<file path="src/verilog/fpc_pkg.sv">
// Purpose: Shared constants and types for the flash protection and status block
// Assumes: 8-bit register port, 16-bit flash addresses
// Notes: Offsets are register indexes on the plain port
package fpc_pkg;

  // ----------------------------------------------------------------------
  // Register offsets
  // ----------------------------------------------------------------------
  localparam logic [3:0] FPC_OFF_CONFIG = 4'h3;
  localparam logic [3:0] FPC_OFF_PROT = 4'h4;
  localparam logic [3:0] FPC_OFF_STATUS = 4'h5;

  // ----------------------------------------------------------------------
  // Protection register fields
  // ----------------------------------------------------------------------
  localparam int FPC_PROT_POL = 7;
  localparam int FPC_PROT_NV6 = 6;
  localparam int FPC_PROT_HDIS = 5;
  localparam int FPC_PROT_HS_LSB = 3;
  localparam int FPC_PROT_LDIS = 2;
  localparam int FPC_PROT_LS_LSB = 0;
  localparam logic [7:0] FPC_PROT_RST = 8'hFF;

  // ----------------------------------------------------------------------
  // Status and configuration fields
  // ----------------------------------------------------------------------
  localparam int FPC_ST_BEMPTY = 7;
  localparam int FPC_ST_CDONE = 6;
  localparam int FPC_ST_PROTECTION_VIOLATION_FLAG = 5;
  localparam int FPC_ST_ACCESS_ERROR_FLAG = 4;
  localparam int FPC_ST_BLANK = 2;
  localparam int FPC_ST_FAIL = 1;
  localparam int FPC_ST_IDLE = 0;
  localparam int FPC_CFG_BE_IE = 7;
  localparam int FPC_CFG_CC_IE = 6;
  localparam logic [7:0] FPC_CFG_RST = 8'h00;

  // ----------------------------------------------------------------------
  // Window bounds
  // ----------------------------------------------------------------------
  localparam logic [15:0] FPC_HIGH_BASE_2K = 16'hF800;
  localparam logic [15:0] FPC_HIGH_BASE_4K = 16'hF000;
  localparam logic [15:0] FPC_HIGH_BASE_8K = 16'hE000;
  localparam logic [15:0] FPC_HIGH_BASE_16K = 16'hC000;
  localparam logic [15:0] FPC_LOW_BASE = 16'h4000;
  localparam logic [15:0] FPC_LOW_LAST_512 = 16'h41FF;
  localparam logic [15:0] FPC_LOW_LAST_1K = 16'h43FF;
  localparam logic [15:0] FPC_LOW_LAST_2K = 16'h47FF;
  localparam logic [15:0] FPC_LOW_LAST_4K = 16'h4FFF;

  // Allowed targets per scenario, bit n set means scenario n allowed
  localparam logic [63:0] FPC_ALLOWED = {8'hFF, 8'h5A, 8'h3C, 8'h18,
                                         8'h08, 8'h0C, 8'h0A, 8'h0F};

  // ----------------------------------------------------------------------
  // Types
  // ----------------------------------------------------------------------
  typedef enum logic [0:0] {
    FPC_SEQ_IDLE = 1'b0,
    FPC_SEQ_WORD = 1'b1
  } fpc_seq_t;

  typedef struct packed {
    logic [3:0] addr;
    logic [7:0] wdata;
    logic wr;
    logic rd;
  } fpc_bus_req_t;

  typedef struct packed {
    logic word_write;
    logic [15:0] word_addr;
    logic cmd_finish;
    logic cmd_error;
    logic verify_fail;
    logic verify_blank;
  } fpc_eng_evt_t;

endpackage

</file>
<file path="src/verilog/fpc_core.sv">
// Purpose: Flash protection windows and command status flags
// Assumes: Engine and sequence events come from logic on clk
// Notes: One active and one pending command slot
//
// The address-and-strobe port was chosen for this implementation.
`timescale 1ns/1ns
`default_nettype none

module fpc_core
  import fpc_pkg::*;
(
  input wire logic clk,
  input wire logic sys_rst,
  input wire fpc_bus_req_t bus_req,
  output logic [7:0] reg_rdata,
  input wire logic special_mode,
  input wire logic prot_load_valid,
  input wire logic [7:0] prot_load_data,
  input wire fpc_eng_evt_t eng_evt,
  output logic cmd_start,
  output logic irq_req,
  output logic word_protected
);

  // ----------------------------------------------------------------------
  // Functions
  // ----------------------------------------------------------------------
  // Window bits swap places between the two polarity halves of the list
  function automatic logic [2:0] fpc_scenario(input logic [7:0] p);
    if (p[FPC_PROT_POL]) begin
      fpc_scenario = {1'b0, ~p[FPC_PROT_HDIS], ~p[FPC_PROT_LDIS]};
    end else begin
      fpc_scenario = {1'b1, ~p[FPC_PROT_LDIS], ~p[FPC_PROT_HDIS]};
    end
  endfunction

  function automatic logic fpc_allowed(input logic [2:0] from_s, input logic [2:0] to_s);
    fpc_allowed = FPC_ALLOWED[{from_s, to_s}];
  endfunction

  function automatic logic fpc_is_protected(input logic [7:0] p, input logic [15:0] a);
    logic [15:0] hbase;
    logic [15:0] llast;
    logic in_high;
    logic in_low;
    logic sel;
    hbase = FPC_HIGH_BASE_2K;
    llast = FPC_LOW_LAST_512;
    case (p[FPC_PROT_HS_LSB +: 2])
      2'b00: hbase = FPC_HIGH_BASE_2K;
      2'b01: hbase = FPC_HIGH_BASE_4K;
      2'b10: hbase = FPC_HIGH_BASE_8K;
      default: hbase = FPC_HIGH_BASE_16K;
    endcase
    case (p[FPC_PROT_LS_LSB +: 2])
      2'b00: llast = FPC_LOW_LAST_512;
      2'b01: llast = FPC_LOW_LAST_1K;
      2'b10: llast = FPC_LOW_LAST_2K;
      default: llast = FPC_LOW_LAST_4K;
    endcase
    in_high = (a >= hbase);
    in_low = (a >= FPC_LOW_BASE) && (a <= llast);
    sel = (~p[FPC_PROT_HDIS] & in_high) | (~p[FPC_PROT_LDIS] & in_low);
    if (p[FPC_PROT_POL]) begin
      fpc_is_protected = sel;
    end else begin
      fpc_is_protected = ~sel;
    end
  endfunction

  // ----------------------------------------------------------------------
  // Decode
  // ----------------------------------------------------------------------
  logic wr_prot;
  logic wr_stat;
  logic wr_cfg;
  logic [7:0] wd;
  assign wd = bus_req.wdata;
  assign wr_prot = bus_req.wr && (bus_req.addr == FPC_OFF_PROT);
  assign wr_stat = bus_req.wr && (bus_req.addr == FPC_OFF_STATUS);
  assign wr_cfg = bus_req.wr && (bus_req.addr == FPC_OFF_CONFIG);

  logic [7:0] prot_reg;
  logic [7:0] cfg_reg;
  logic bempty_reg;
  logic cdone_reg;
  logic protection_violation_flag_reg;
  logic access_error_flag_reg;
  logic blank_reg;
  logic fail_reg;
  logic active_reg;
  logic pend_reg;
  fpc_seq_t seq_reg;

  // ----------------------------------------------------------------------
  // Protection register
  // ----------------------------------------------------------------------
  logic [7:0] prot_next;
  always_comb begin
    prot_next = prot_reg;
    prot_next[FPC_PROT_POL] = wd[FPC_PROT_POL];
    prot_next[FPC_PROT_HDIS] = wd[FPC_PROT_HDIS];
    prot_next[FPC_PROT_LDIS] = wd[FPC_PROT_LDIS];
    if (prot_reg[FPC_PROT_HDIS]) begin
      prot_next[FPC_PROT_HS_LSB +: 2] = wd[FPC_PROT_HS_LSB +: 2];
    end
    if (prot_reg[FPC_PROT_LDIS]) begin
      prot_next[FPC_PROT_LS_LSB +: 2] = wd[FPC_PROT_LS_LSB +: 2];
    end
  end

  always_ff @(posedge clk) begin
    if (sys_rst) begin
      prot_reg <= FPC_PROT_RST;
    end else if (prot_load_valid) begin
      prot_reg <= prot_load_data;
    end else if (wr_prot && fpc_allowed(fpc_scenario(prot_reg), fpc_scenario(prot_next))) begin
      prot_reg <= prot_next;
    end
  end

  always_ff @(posedge clk) begin
    if (sys_rst) begin
      cfg_reg <= FPC_CFG_RST;
    end else if (wr_cfg) begin
      cfg_reg <= {wd[FPC_CFG_BE_IE], wd[FPC_CFG_CC_IE], 6'h00};
    end
  end

  // ----------------------------------------------------------------------
  // Command write sequence
  // ----------------------------------------------------------------------
  logic hit_prot;
  logic errs_block;
  logic launch;
  logic abort_zero;
  logic start_now;
  assign hit_prot = fpc_is_protected(prot_reg, eng_evt.word_addr);
  assign errs_block = protection_violation_flag_reg | access_error_flag_reg | (special_mode & fail_reg);
  assign launch = wr_stat && wd[FPC_ST_BEMPTY] && bempty_reg
                  && (seq_reg == FPC_SEQ_WORD) && !errs_block;
  assign abort_zero = wr_stat && !wd[FPC_ST_BEMPTY] && (seq_reg == FPC_SEQ_WORD);
  assign start_now = (launch && !active_reg) || (eng_evt.cmd_finish && pend_reg);

  always_ff @(posedge clk) begin
    if (sys_rst) begin
      seq_reg <= FPC_SEQ_IDLE;
    end else begin
      case (seq_reg)
        FPC_SEQ_IDLE: begin
          if (eng_evt.word_write && bempty_reg && !errs_block && !hit_prot) begin
            seq_reg <= FPC_SEQ_WORD;
          end
        end
        FPC_SEQ_WORD: begin
          if (launch || abort_zero || eng_evt.cmd_error || (wr_stat && wd[FPC_ST_BEMPTY])) begin
            seq_reg <= FPC_SEQ_IDLE;
          end
        end
        default: seq_reg <= FPC_SEQ_IDLE;
      endcase
    end
  end

  // ----------------------------------------------------------------------
  // Command slots
  // ----------------------------------------------------------------------
  logic active_next;
  logic pend_next;
  always_comb begin
    active_next = active_reg;
    pend_next = pend_reg;
    if (eng_evt.cmd_finish && active_reg) begin
      active_next = pend_reg;
      pend_next = 1'b0;
    end
    if (launch) begin
      if (active_next && !(eng_evt.cmd_finish && pend_reg)) begin
        pend_next = active_reg;
        active_next = 1'b1;
      end else begin
        active_next = 1'b1;
        pend_next = active_reg && !eng_evt.cmd_finish ? 1'b1 : pend_next;
      end
    end
  end

  always_ff @(posedge clk) begin
    if (sys_rst) begin
      active_reg <= 1'b0;
      pend_reg <= 1'b0;
    end else begin
      active_reg <= active_next;
      pend_reg <= pend_next;
    end
  end

  always_ff @(posedge clk) begin
    if (sys_rst) begin
      cmd_start <= 1'b0;
    end else begin
      cmd_start <= start_now;
    end
  end

  // ----------------------------------------------------------------------
  // Status flags
  // ----------------------------------------------------------------------
  logic bempty_next;
  assign bempty_next = launch ? 1'b0 : (!pend_next ? 1'b1 : bempty_reg);

  always_ff @(posedge clk) begin
    if (sys_rst) begin
      bempty_reg <= 1'b1;
    end else begin
      bempty_reg <= bempty_next;
    end
  end

  // Tracks next state so a fetched pending command keeps it low
  always_ff @(posedge clk) begin
    if (sys_rst) begin
      cdone_reg <= 1'b1;
    end else begin
      cdone_reg <= bempty_next && !active_next && !pend_next;
    end
  end

  always_ff @(posedge clk) begin
    if (sys_rst) begin
      protection_violation_flag_reg <= 1'b0;
    end else if (eng_evt.word_write && (seq_reg == FPC_SEQ_IDLE) && bempty_reg && hit_prot) begin
      protection_violation_flag_reg <= 1'b1;
    end else if (wr_stat && wd[FPC_ST_PROTECTION_VIOLATION_FLAG]) begin
      protection_violation_flag_reg <= 1'b0;
    end
  end

  always_ff @(posedge clk) begin
    if (sys_rst) begin
      access_error_flag_reg <= 1'b0;
    end else if (abort_zero || eng_evt.cmd_error) begin
      access_error_flag_reg <= 1'b1;
    end else if (wr_stat && wd[FPC_ST_ACCESS_ERROR_FLAG]) begin
      access_error_flag_reg <= 1'b0;
    end
  end

  always_ff @(posedge clk) begin
    if (sys_rst) begin
      blank_reg <= 1'b0;
    end else if (eng_evt.verify_blank) begin
      blank_reg <= 1'b1;
    end else if (launch) begin
      blank_reg <= 1'b0;
    end
  end

  always_ff @(posedge clk) begin
    if (sys_rst) begin
      fail_reg <= 1'b0;
    end else if (special_mode && eng_evt.verify_fail) begin
      fail_reg <= 1'b1;
    end else if (special_mode && wr_stat && wd[FPC_ST_FAIL]) begin
      fail_reg <= 1'b0;
    end
  end

  // ----------------------------------------------------------------------
  // Read port and outputs
  // ----------------------------------------------------------------------
  logic [7:0] stat_view;
  always_comb begin
    stat_view = 8'h00;
    stat_view[FPC_ST_BEMPTY] = bempty_reg;
    stat_view[FPC_ST_CDONE] = cdone_reg;
    stat_view[FPC_ST_PROTECTION_VIOLATION_FLAG] = protection_violation_flag_reg;
    stat_view[FPC_ST_ACCESS_ERROR_FLAG] = access_error_flag_reg;
    stat_view[FPC_ST_BLANK] = blank_reg;
    stat_view[FPC_ST_FAIL] = special_mode & fail_reg;
    stat_view[FPC_ST_IDLE] = special_mode & ~active_reg;
  end

  always_ff @(posedge clk) begin
    if (sys_rst) begin
      reg_rdata <= 8'h00;
    end else if (bus_req.rd) begin
      case (bus_req.addr)
        FPC_OFF_PROT: reg_rdata <= prot_reg;
        FPC_OFF_STATUS: reg_rdata <= stat_view;
        FPC_OFF_CONFIG: reg_rdata <= cfg_reg;
        default: reg_rdata <= 8'h00;
      endcase
    end else begin
      reg_rdata <= 8'h00;
    end
  end

  always_ff @(posedge clk) begin
    if (sys_rst) begin
      irq_req <= 1'b0;
    end else begin
      irq_req <= (bempty_reg & cfg_reg[FPC_CFG_BE_IE])
               | (cdone_reg & cfg_reg[FPC_CFG_CC_IE]);
    end
  end

  always_ff @(posedge clk) begin
    if (sys_rst) begin
      word_protected <= 1'b0;
    end else begin
      word_protected <= hit_prot;
    end
  end

endmodule

`default_nettype wire

</file>
<file path="config.mk">
export PLATFORM = sky130hd
export DESIGN_NAME = fpc_core
export DESIGN_NICKNAME = d
export VERILOG_FILES = /design/src/verilog/fpc_pkg.sv /design/src/verilog/fpc_core.sv
export SDC_FILE = /design/constraint.sdc
export NUM_CORES = 1
export LEC_CHECK = 0
export BUFFER_PORTS_ARGS = -buffer_cell sky130_fd_sc_hd__buf_2
export CAP_MARGIN = 20
export CORE_ASPECT_RATIO = 1.75
export CORE_MARGIN = 4
export CORE_UTILIZATION = 30
export DETAILED_ROUTE_END_ITERATION = 12
export GPL_TIMING_DRIVEN = 0
export PLACE_DENSITY = 0.53
export SLEW_MARGIN = 30
export SYNTH_ARGS = -nofsm -noshare
export SYNTH_HDL_FRONTEND = slang
export SYNTH_SLANG_ARGS = --single-unit
</file>
<file path="constraint.sdc">
create_clock -name clk -period 1.8 [get_ports clk]
set_input_delay 0.18 -clock clk [delete_from_list [all_inputs] [get_ports clk]]
set_output_delay 0.18 -clock clk [all_outputs]
set_load 0.05 [all_outputs]
</file>
==> impl_summary.md, run 1 <==
Placed design
The congestion estimate from routability-driven global placement came to 0.851. In this run, placement finished with an instance count of around 300. Detailed placement finished with a half-perimeter wire length of ~3700 µm. The worst-case setup slack after placement is -0.191 ns. The placed instances occupy a cell area of 0.00199 mm². The number of I/O port buffers is 57.

Critical path
The critical path class is reg2reg. The number of cells traversed by the worst register-to-register path is 8. The register-to-register path setup slack is -0.08 ns. STA classifies the critical path endpoint as a register. Along the worst path, the maximum fanout reaches 6. The worst register-to-register path begins at prot_reg[4].

STA puts the critical path data arrival time at between 2 and 2.5 ns. STA puts the critical path data required time at slightly above 2 ns. STA classifies the critical path startpoint as a register. The end of the worst register-to-register path is protection_violation_flag_reg.

Final layout
Leaving out fill and tap cells, the most frequent cell in the layout is buf_2. The fraction of final layout cells sized beyond drive strength 1 is between 30% and 40%. In the final design database the tool counted a little over 300 nets. Compared with the post-synthesis result, the final layout area differs by 33.4%.

For this run, the number of standard cells in the final layout without fillers is between 300 and 400. The final design utilization is ~41%. The number of diodes is 0. Once layout is done, the placed cells without fillers occupy 0.00217 mm². Leaving out fill and tap cells, the most frequent cells in the layout are buf_2, nor2_1, dfxtp_1.

Global routing
The largest net degree at the start of global routing is 11. The via count of the first global-routing pass is 1624. Summed over all layers, the global routing overflow is 0. The wire length of the first global-routing pass is slightly below 8000 µm.

The overall fraction of global-route tracks in use is 14.6%. The initial antenna violation count was 0.

Yosys
The number of enable-type register cells in the synthesized netlist is 0. The area of the mapped netlist is between 0.0015 and 0.002 mm². The most used flip-flop cell after synthesis is dfxtp_1. In this run the mean area of a mapped cell was a little under 9 µm².

The flop and latch count out of synthesis is 30. The number of warnings issued by yosys is 0. Counting distinct cell types in the post-synthesis netlist gives between 40 and 50. The fraction of registers with async set/reset is 0%. The proportion of synthesized chip area in sequential cells is between 30% and 40%. When the netlist entered floorplanning its net count stood at 237.

After technology mapping, the gate count stands at roughly 180.

Clocking
The tree is rooted in a clkbuf_8. For this design, the sink count on the clock tree is 30. The number of clock buffers added by TritonCTS is 5.

After clock tree synthesis, the flow added hold-fix buffers numbering 0. Clock-pin slew was measured on the worst setup and hold paths at around 0.07 ns. The clock passes through at most 2 buffers. The clock tree synthesis step divided the H-tree into 2 levels. For the worst-skew pair, the clock arrives at the later sink with an insertion delay of about 0.28 ns.

The CTS tree is done.

Drt
The average wire per cell in the routed design is 15.3 µm. The first detailed-routing pass took 4 iterations. In the routed layout, each cell is associated on average with a via count of 5.33. The detailed router placed 1637 vias in this run. The final layout contains routed wiring with a total length of between 4000 and 5000 µm. In this run, the number of DRC markers left after iteration 0 of detailed routing was 42. The detail route stage leaves a number of antenna-violating nets equal to 0.

The post-route DRC violation count is 0.

Timing
At the pin with the least slew margin, the transition time is 0.529 ns. The hold violation total from the final report is 0. Summed over all failing endpoints, the final setup total negative slack is -0.210 ns. In the finished design, the share of the clock period the worst path needs comes to 105%. The number of pins exceeding their max-slew limit in the final report is 0. Derived from the worst setup path, the maximum achievable clock frequency is 0.532 GHz. The smallest hold slack is between 0.1 and 0.15 ns.

Counting I/O delays and the setup requirement, the final critical path takes 1.88 ns. Between clock sinks in the finished design, the worst skew comes to between 0.003 and 0.004 ns. The number of setup violations in the final report is 3.

Headroom to the max-slew limit came out at between 60% and 70%. The least setup slack across all paths after layout is -0.0813 ns. Setup repair after global routing could not meet its margin everywhere.

Worst hold path
For hold timing, the worst endpoint is prot_reg[6]. The count of cells along the worst hold path is 2. The worst hold path begins at prot_load_data[6]. In this run the worst hold path is classified as in2reg.

Floorplanning
In this run the horizontal extent of the chip is about 64 µm. The I/O pin count is between 50 and 60. From bottom edge to top edge, the die measures approximately 110 µm. The floorplan has 35 rows.

The initial core utilization is 30.9%. The core region is 0.00526 mm². The die covers around 0.0067 mm².

Power
For this design the ratio of total power to cell area is about 760 mW/mm². The total power consumption of the routed design is about 1.6 mW. The reported leakage power is approximately 0.96 nW.

VDD sags by at most around 0.00042 V.

Outcome
The run finished, with violations left. The final reports fail on negative setup slack.

Run
The max capacitance violation total is 0.
==> layout make-up <==
cell class / instances / area (µm²)
well taps: 55 / 68.8
clock inverters: 3 / 40.0
clock buffers: 5 / 68.8
inverters: 8 / 30.0
fillers: 563 / 3090
plain buffers: 8 / 31.3
repair buffers: 60 / 308
multi-input cells: 138 / 1010
flip-flops and latches: 30 / 611
==> Yosys cell counts (2+ instances only) <==
library cell  number  area share, %
dfxtp_1           30             37
nor2_1            27            6.2
a32oi_1            2            1.1
or3b_2             2            1.1
a21o_1             4            1.8
nand3_1            5            1.5
a31oi_1            3            1.2
mux2i_1            6            3.7
nor2b_1            8            3.1
and3_1             4            1.5
a22o_1             3            1.6
a211oi_1           5            2.3
a21boi_1           2           0.92
nand4_1            6            2.3
a22oi_1            8            3.7
or4b_1             3            1.8
o21ai_0            5            1.5
ha_1               6            4.6
nor4bb_1           2            1.2
nand2_1            5            1.2
a21oi_1            8            2.5
inv_1              8            1.8
clkbuf_1           6            1.4
o41a_1             2            1.4
==> critical path, cell delays in order (launching register included) <==
cell,delay [ns]
dfxtp_4,0.36
clkbuf_1,0.09
ha_1,0.27
nor4bb_2,0.17
nand4_1,0.11
a311oi_2,0.09
buf_4,0.16
or4b_1,0.48
nand3_1,0.09
==> cell families (layout without fill, tap and decap cells) <==
logic type | count (synthesis) | after routing | share of synthesized area [%]
AO/OA/AOI/OAI | 52 | 52 | 24.2
adder cells (fa/ha/maj) | 6 | 6 | 4.62
buffers and inverters | 16 | 84 | 3.77
flip-flops | 30 | 30 | 37.0
multiplexers | 6 | 6 | 3.70
AND/OR/NAND/NOR | 74 | 74 | 26.8
==> layer usage <==
metal,up-vias,wire length (µm),GRT usage (%)
met5,-,0,0
met4,0,62,5.41
met3,6,294,3.62
met2,55,2480,25.7
met1,750,1870,16.5
li1,826,-,-
==> where the power goes <==
| part | internal [mW] | total (mW) | switching, mW |
|---|---|---|---|
| Combinational | 0.126 | 0.260 | 0.134 |
| Sequential | 0.688 | 0.713 | 0.0250 |
| Clock | 0.407 | 0.667 | 0.260 |
| Total | 1.22 | 1.64 | 0.419 |
==> how the worst max path moves through the flow <==
stage	startpoint	end	slack, ns	cells after the start
after floorplan	prot_reg[1]	seq_reg	0.04	7
after global placement	prot_reg[3]	seq_reg	-0.18	7
after detailed placement	prot_reg[3]	word_protected	-0.19	7
after CTS	prot_reg[0]	seq_reg	-0.06	7
after global routing	prot_reg[4]	protection_violation_flag_reg	-0.16	8
final	prot_reg[4]	protection_violation_flag_reg	-0.08	8
==> what timing repair did <==
| item | in CTS | in global routing |
|---|---|---|
| gates resized for setup | 11 | 2 |
| pin swaps | 5 | 2 |
| endpoints found under the setup margin | 3 | 3 |
| buffers inserted | 2 | 1 |
(Power assumes the default switching activity.)
==> run 2: changes to the inputs <==
--- a/config.mk
+++ b/config.mk
@@ -11,6 +11,6 @@
 export CORE_MARGIN = 4
-export CORE_UTILIZATION = 30
+export CORE_UTILIZATION = 44
 export DETAILED_ROUTE_END_ITERATION = 12
 export GPL_TIMING_DRIVEN = 0
-export PLACE_DENSITY = 0.53
+export PLACE_DENSITY = 0.73
 export SLEW_MARGIN = 30
==> constraint.sdc (replaced) <==
create_clock -name clk -period 1.8 [get_ports clk]
set_input_delay 0.09 -clock clk [delete_from_list [all_inputs] [get_ports clk]]
set_output_delay 0.09 -clock clk [all_outputs]
set_load 0.05 [all_outputs]
==> run 2 against run 1 <==
  * The flow still finishes with violations (negative setup slack)
  * Sequential share of layout area fell by 0.19 points
  * Power fell by 4.9%
  * Count of clock-buffer cells in the layout rose by 2
  * Sequential power barely moved
  * Critical path type unchanged
  * Core utilization rose by 20 points
  * Maximum frequency fell by 2.2%
==> impl_summary.md, run 2 (same netlist as run 1, synthesis figures left out) <==
Critical path
The endpoint identified for the worst register-to-register timing path is protection_violation_flag_reg. On the worst path, the slowest cell contributes a delay of about 0.52 ns. The start point of the critical path is prot_reg[4]. The slowest library cell on the worst path is or4b_1. The number of cells traversed by the worst register-to-register path is 7. The signal on the critical path passes through clkbuf_1 > ha_1 > nor2b_1 > o21ai_1 > a311oi_4 > or4b_1 > nand3_1. STA puts the critical path data arrival time at around 2.2 ns. Along the worst path, the maximum fanout reaches 6.

The critical path class is reg2reg. STA classifies the critical path startpoint as a register. Setup slack on the worst reg-to-reg path comes out at -0.12 ns. The required time at the endpoint of the critical path is approximately 2.0 ns. The critical register-to-register path startpoint is prot_reg[4]. The endpoint class of the critical path is a register.

Global routing
The via count of the first global-routing pass was between 1500 and 2000. The total grt overflow is 0. The first global-routing pass estimated between 7000 and 8000 µm of wire.

The largest net degree at the start of global routing is 11. The overall fraction of global-route tracks in use is between 20% and 30%. The initial antenna violation count is 0.

Final layout
Cells with a size suffix above 1 make up between 30% and 40% of the layout. The filler cells instantiated in the layout total approximately 350. After routing the design area is about 0.0022 mm².

The final net count is 304. The number of diodes is 0. Compared with the post-synthesis result, the final layout area differs by 34.3%. The library cell used most frequently in the layout, excluding fill and tap cells, is buf_2. In the layout the commonest cells are buf_2, nor2_1, dfxtp_1.

Timing
The worst path uses 107% of the clock period. For the pin with the worst max-slew slack, the measured transition is between 0.4 and 0.5 ns. Across all setup checks in the final design, the least slack found is -0.124 ns.

Counting I/O delays and the setup requirement, the final critical path takes between 1.5 and 2 ns. The worst pin sits at a relative slew slack of about 67%. Setup repair after global routing could not meet its margin everywhere. The fmax is slightly above 0.5 GHz. Between clock sinks in the finished design, the worst skew comes to roughly 0.0029 ns.

The hold violation total from the final report is 0. The number of setup violations in the final report is 3. The number of pins exceeding their max-slew limit in the final report came to 0.

Across all hold checks on the routed design, the worst slack comes to roughly 0.012 ns. The final setup TNS is -0.280 ns.

Drt
The via count is roughly 1700. The first routing iteration left 48 violations. The first-pass iteration count of the detailed router is 4.

In the final routed layout, each cell accounts on average for about 15 µm. After detailed routing, the number of remaining DRC violations is 0. After detailed routing, the number of vias per cell comes to 5.71. The detail route stage leaves a number of antenna-violating nets equal to 0.

Wires add up to around 4400 µm.

Worst hold path
For hold timing, the worst endpoint is prot_reg[6]. Along the worst hold path, the cell count comes to 2. The tightest min-delay check is of the in2reg type. The launch instance of the worst min-delay path is prot_load_data[6].

Outcome
The run finished, with violations left. The checks that failed: negative setup slack.

Floorplanning
The initial core utilization is ~45%. The die is 53.9 µm wide. The die area is 0.00477 mm². The number of rows in the core area is 29. The die is 88.4 µm tall. In this run the count of I/O pins placed on the die edge is 58. In this run the standard cell core region covers between 0.003 and 0.004 mm².

Clocking
The count of hold buffers inserted by post-cts repair is 0. The clock insertion delay at the later pin of the skew report is between 0.2 and 0.3 ns. The clock sink total is 30. The CTS tree is done. The root buffer cell chosen for the clock tree is clkbuf_8. The number of buffers on the longest clock path is 2.

The clock slew seen by the registers of the worst setup and hold paths is approximately 0.060 ns. The number of H-tree levels is 2. The total clock buffers created by CTS is 5.

Placed design
Once detailed placement completed, the half-perimeter wirelength came to 3400 µm. The weighted congestion reported at the end of routability-driven placement is roughly 0.84. Port buffering added 57 buffers.

The placed standard-cell area is 0.00197 mm².

Power
The peak supply drop is a little over 0.0006 V. The power density over the cells is a little over 700 mW/mm². The reported leakage power is 0.963 nW.

Run
Across the run, the number of max-cap violations was 0.
run 2: report_power, final:
group          total [mW]  internal, mW  switching (mW)
Combinational       0.281         0.138           0.144
Sequential          0.714         0.688          0.0252
Clock               0.566         0.308           0.258
Total                1.56          1.13           0.427
run 2: cell type report:
cell class	instances	area (µm²)	share of cell area, %
Inverter	8	30.0	1.38
Multi-Input combinational cell	138	1050	48.3
Timing Repair Buffer	60	308	14.1
Clock buffer	7	86.3	3.95
Buffer	8	31.3	1.43
Clock inverter	1	5.00	0.229
Sequential cell	30	611	28.0
Tap cell	46	57.6	2.64
run 2: repair_timing:
| action | CTS | global route |
|---|---|---|
| endpoints found under the hold margin | 0 | 0 |
| pin swaps | 9 | 5 |
| setup endpoints to repair | 3 | 3 |
| setup buffers | 3 | 0 |
| resized for setup | 13 | 7 |
| gates cloned | 0 | 0 |
run 2: critical path, delay by kind of cell, from the launching register on:
kind | cells | cell delay (ns)
buffers and inverters | 1 | 0.10
and+or+nand+nor | 3 | 0.75
adders and majority gates | 1 | 0.28
AOI/OAI and AO/OA | 2 | 0.39
DFF | 1 | 0.36
run 2: worst max path at each step:
stage	endpoint	cells past startpoint
after global routing	protection_violation_flag_reg	7
after CTS	word_protected	7
after floorplan	seq_reg	7
after detailed placement	seq_reg	7
after global placement	seq_reg	7
final	protection_violation_flag_reg	7
run 2: routing by layer:
layer / wire length, µm / vias to the layer above / track usage (%)
met4: 170 / 0 / 14.0
met5: 0 / - / 0
li1: - / 825 / -
met1: 1630 / 804 / 20.2
met3: 260 / 13 / 3.71
met2: 2390 / 60 / 36.0
run 2: through the flow:
stage               utilization (%)  std cells  worst slack (ns)  power [mW]
floorplan                         -        184            0.0433       0.855
global placement               55.0        287            -0.141       0.960
detailed placement             55.0        287            -0.176       0.965
CTS                            59.6        298           -0.0143        1.55
global route                   60.8        298            -0.220        1.63
finish                         60.8        298            -0.124        1.56
==> run 3: changes to the inputs <==
Settings changed: ABC_AREA set to 1, CORE_UTILIZATION 44 to 45, PLACE_DENSITY 0.73 to 0.74.
==> run 3 against run 2 <==
  * The flow now finishes without violations
  * Core utilization decreased by 1.8 points
  * Largest power group unchanged
  * Worst setup slack better by 0.32 ns
  * Register-to-register slack better by 0.32 ns
  * Global-route usage decreased by 1.3 points
  * Non-clock buffer count decreased by 6
  * First-iteration DRC count is 17% lower
  * Die area is 0.89% higher
  * Wire length is 5.1% lower
  * Maximum frequency increased by 20%
==> impl_summary.md, run 3 <==
Floorplanning
The die covers approximately 0.0048 mm². The number of rows in the core area is 29. The die extent in y is 88.8 µm. Once the floorplan was initialized, standard cells occupied a little under half of the core. The floorplan step defined a core boundary enclosing 0.00363 mm².

In this run the horizontal extent of the chip is between 50 and 60 µm. The I/O pin count is a little under 60.

Global routing
The routing layer with the top usage in global route is met2. After global routing the overflow that remains totals 0. The via count of the first global-routing pass is between 1500 and 2000. Across every metal layer, demand over resource in global routing totals 18.9%. The met2 usage is ~34%.

Entering global routing, the biggest net connects 11 pins. The global routing usage on met3 is ~5.4%. Global routing consumed, on the met1 layer, between 10% and 20% of the routing resources. The initial antenna violation count was 0.

The first global-routing pass estimated between 6000 and 7000 µm of wire.

Timing
Setup repair after global routing left no endpoint under its margin. The number of pins exceeding their max-slew limit in the final report is 0. Hold timing on the final database bottoms out at a slack of 0.0240 ns.

The hold violation total from the final report came to 0. The number of setup violations in the final report is 0. The slew at the pin closest to its max-slew limit is ~0.48 ns. The headroom to the max-slew limit is just under 70%. The portion of the clock cycle consumed by the worst path in the final layout is just under 90%. Subtracting the final worst setup slack from the clock period gives 1.60 ns. The fmax is 0.623 GHz.

The worst-case clock skew is between 0.007 and 0.008 ns. The final setup TNS is 0 ns.

Critical path
Counting stages on the worst path, the most repeated cell is nand2_1. The slowest library cell on the worst path is dfxtp_2. The startpoint identified for the worst register-to-register timing path is prot_reg[3]. Data on the critical path is required at its endpoint by roughly 2.0 ns. The critical path goes through nand2_1 > inv_1 > ha_1 > nand2_1 > inv_1 > nand2_1 > nor2_1 > nand2_1 > nand2_1 > nand2_1 > nand3_1 > nand3_1 > a21oi_1. The count of buffer and inverter cells on the critical path is 2. The maximum fanout count along the critical path is 4. The critical path in this run is classified as reg2reg.

The number of cells on the critical path is 13. The number of cells traversed by the worst register-to-register path is 13. The launching element type of the critical path is a register. Broken down by cell family, the worst path's largest delay share belongs to simple AND/OR/NAND/NOR gates. The largest incremental delay on the critical path is between 0.3 and 0.4 ns. The endpoint class of the critical path is a register.

The start point of the critical path is prot_reg[3]. The data arrival time at the worst-slack endpoint is between 1.5 and 2 ns.

Final layout
The final design area excluding fillers is about 0.0021 mm². The fraction of final layout cells sized beyond drive strength 1 is roughly 28%. The final net count is about 370. The number of fill cells is 374. 0 antenna diodes ended up in the layout. The synthesis-to-layout area growth is 27.4%. The library cell used most frequently in the layout, excluding fill and tap cells, is nand2_1. The top cell types in the final layout, fill and taps aside, are nand2_1, buf_2, inv_1.

Yosys
Counting every net in the synthesized netlist gives around 300. The post-synthesis area per instance is just under 7 µm². After Yosys synthesis, full adders, half adders and majority gates account for 4.47% of the synthesized area. After synthesis, the largest family of logic cells by area is simple AND/OR/NAND/NOR gates.

Of the post-synthesis cell area, the dominant cell type holds 35.8%. The commonest cells after synthesis are nand2_1, dfxtp_1, inv_1. The area of the mapped netlist is roughly 0.0017 mm². The most numerous cell in the Yosys netlist is nand2_1. The gate count after technology mapping is 249. In this run, synthesis produced a sequential element count of 30. The basic-gate share of the synthesized area counting and, or, nand and nor cells is roughly 37%.

dfxtp_1 takes more of the synthesized area than any other cell. The number of warnings issued by yosys is 0. Summing the areas of all compound-gate instances in the mapped netlist gives between 10 and 15% of the synthesized area. The most used flip-flop cell after synthesis is dfxtp_1. Sequential elements use about 36% of the synthesized area.

The xor and xnor fraction of the mapped netlist area is 0%. The unique cell type count in the Yosys netlist is 30. The fraction of registers with async set/reset is 0%. Yosys attributes the largest share of cell area to dfxtp_1, nand2_1, inv_1. The mux cell area share after synthesis is 0%. Counting flops with a built-in enable in the synthesized netlist gives 0.

Clocking
The buffer count from post-CTS setup fixing is 0. TritonCTS built the clock tree. The H-tree generated during clock tree synthesis spans 2 levels. The number of clock buffers added by TritonCTS is 5.

The number of buffers on the longest clock path is 2. The clock sink total is 30. The clock slew seen by the registers of the worst setup and hold paths is around 0.070 ns. The root buffer cell chosen for the clock tree is clkbuf_8. The clock insertion delay at the later pin of the skew report is between 0.2 and 0.3 ns.

Run
Max-cap violations in this run came to 0.

Placed design
The placed instances occupy a cell area of about 0.0020 mm². The half-perimeter wire length after placement is 3460 µm. The weighted congestion reported at the end of routability-driven placement is a little over 0.8.

The number of I/O port buffers is 57.

Drt
The first detailed-routing pass took 4 iterations. The average wire per cell in the routed design is around 12 µm. Summed over all layers, the routed wires come to between 4000 and 5000 µm. The via count is 1803. Dividing the detail-routed via count by the number of cells gives about 5. After detailed routing, the number of remaining DRC violations is 0. Once detail routing completed, the nets flagged for antenna violations numbered 0. For this block, the initial DRC count from the detailed router was 40.

Power
In this run the static leakage power is ~1.1 nW. The power density over the cells is between 700 and 800 mW/mm². VDD sags by at most 0.000652 V.

Outcome
The run finished with clean final reports.

Worst hold path
The launch instance of the worst min-delay path is eng_evt[0]. The worst hold path passes through 3 cells. The worst hold-check path type is in2reg.
[run 3: area by class of cell]
| type | instances | area [µm²] | area share (%) |
|---|---|---|---|
| well taps | 46 | 57.6 | 2.69 |
| multi-input cells | 182 | 936 | 43.7 |
| clock inverters | 1 | 30.0 | 1.40 |
| inverters | 32 | 120 | 5.61 |
| clock buffers | 6 | 82.6 | 3.86 |
| flip-flops and latches | 30 | 606 | 28.3 |
| plain buffers | 5 | 22.5 | 1.05 |
| repair buffers | 57 | 285 | 13.3 |
[run 3: path summary, 6_finish.rpt]
check | endpoint | slack, ns
worst min-delay path | blank_reg | 0.02
worst max register to register | seq_reg | 0.20
worst max-delay path | seq_reg | 0.20
worst min register to register | prot_reg[6] | 0.48
[run 3: logic make-up after synthesis]
| kind of cell | Yosys count |
|---|---|
| buffers and inverters | 37 |
| adder cells (fa/ha/maj) | 6 |
| AO/OA/AOI/OAI | 37 |
| AND/OR/NAND/NOR | 139 |
| flip-flops | 30 |
[run 3: timing repair]
action | in CTS | in global routing
setup endpoints to repair | 0 | 2
gates resized for setup | 0 | 4
hold buffers | 0 | 0
[run 3: per-stage QoR]
| stage | std cells | power, mW | worst slack (ns) | util (%) |
|---|---|---|---|---|
| 3_5_place_dp | 352 | 0.996 | 0.175 | 55.7 |
| 2_1_floorplan | 249 | 0.888 | 0.371 | - |
| 6_report | 359 | 1.67 | 0.196 | 59.0 |
| 3_3_place_gp | 352 | 0.989 | 0.186 | 55.7 |
| 5_1_grt | 359 | 1.74 | 0.0129 | 59.0 |
| 4_1_cts | 359 | 1.68 | 0.147 | 58.8 |
[run 3: per-layer routing]
| layer | share of wire, % | wire (µm) | vias to the layer above |
|---|---|---|---|
| met4 | 2.3 | 97 | 0 |
| met2 | 53 | 2250 | 51 |
| met1 | 38 | 1610 | 814 |
| met5 | 0 | 0 | - |
| li1 | - | - | 929 |
| met3 | 6.2 | 263 | 9 |
[run 3: report_power, final]
group,switching (mW),total (mW),internal [mW]
logic,0.159,0.266,0.107
registers,0.0243,0.717,0.693
clock network,0.250,0.692,0.442
total,0.433,1.67,1.24
[run 3: tightest hold or removal path: stages]
cell and delay (ns):
buf_2 0.09, a21oi_1 0.03, nor2_1 0.06
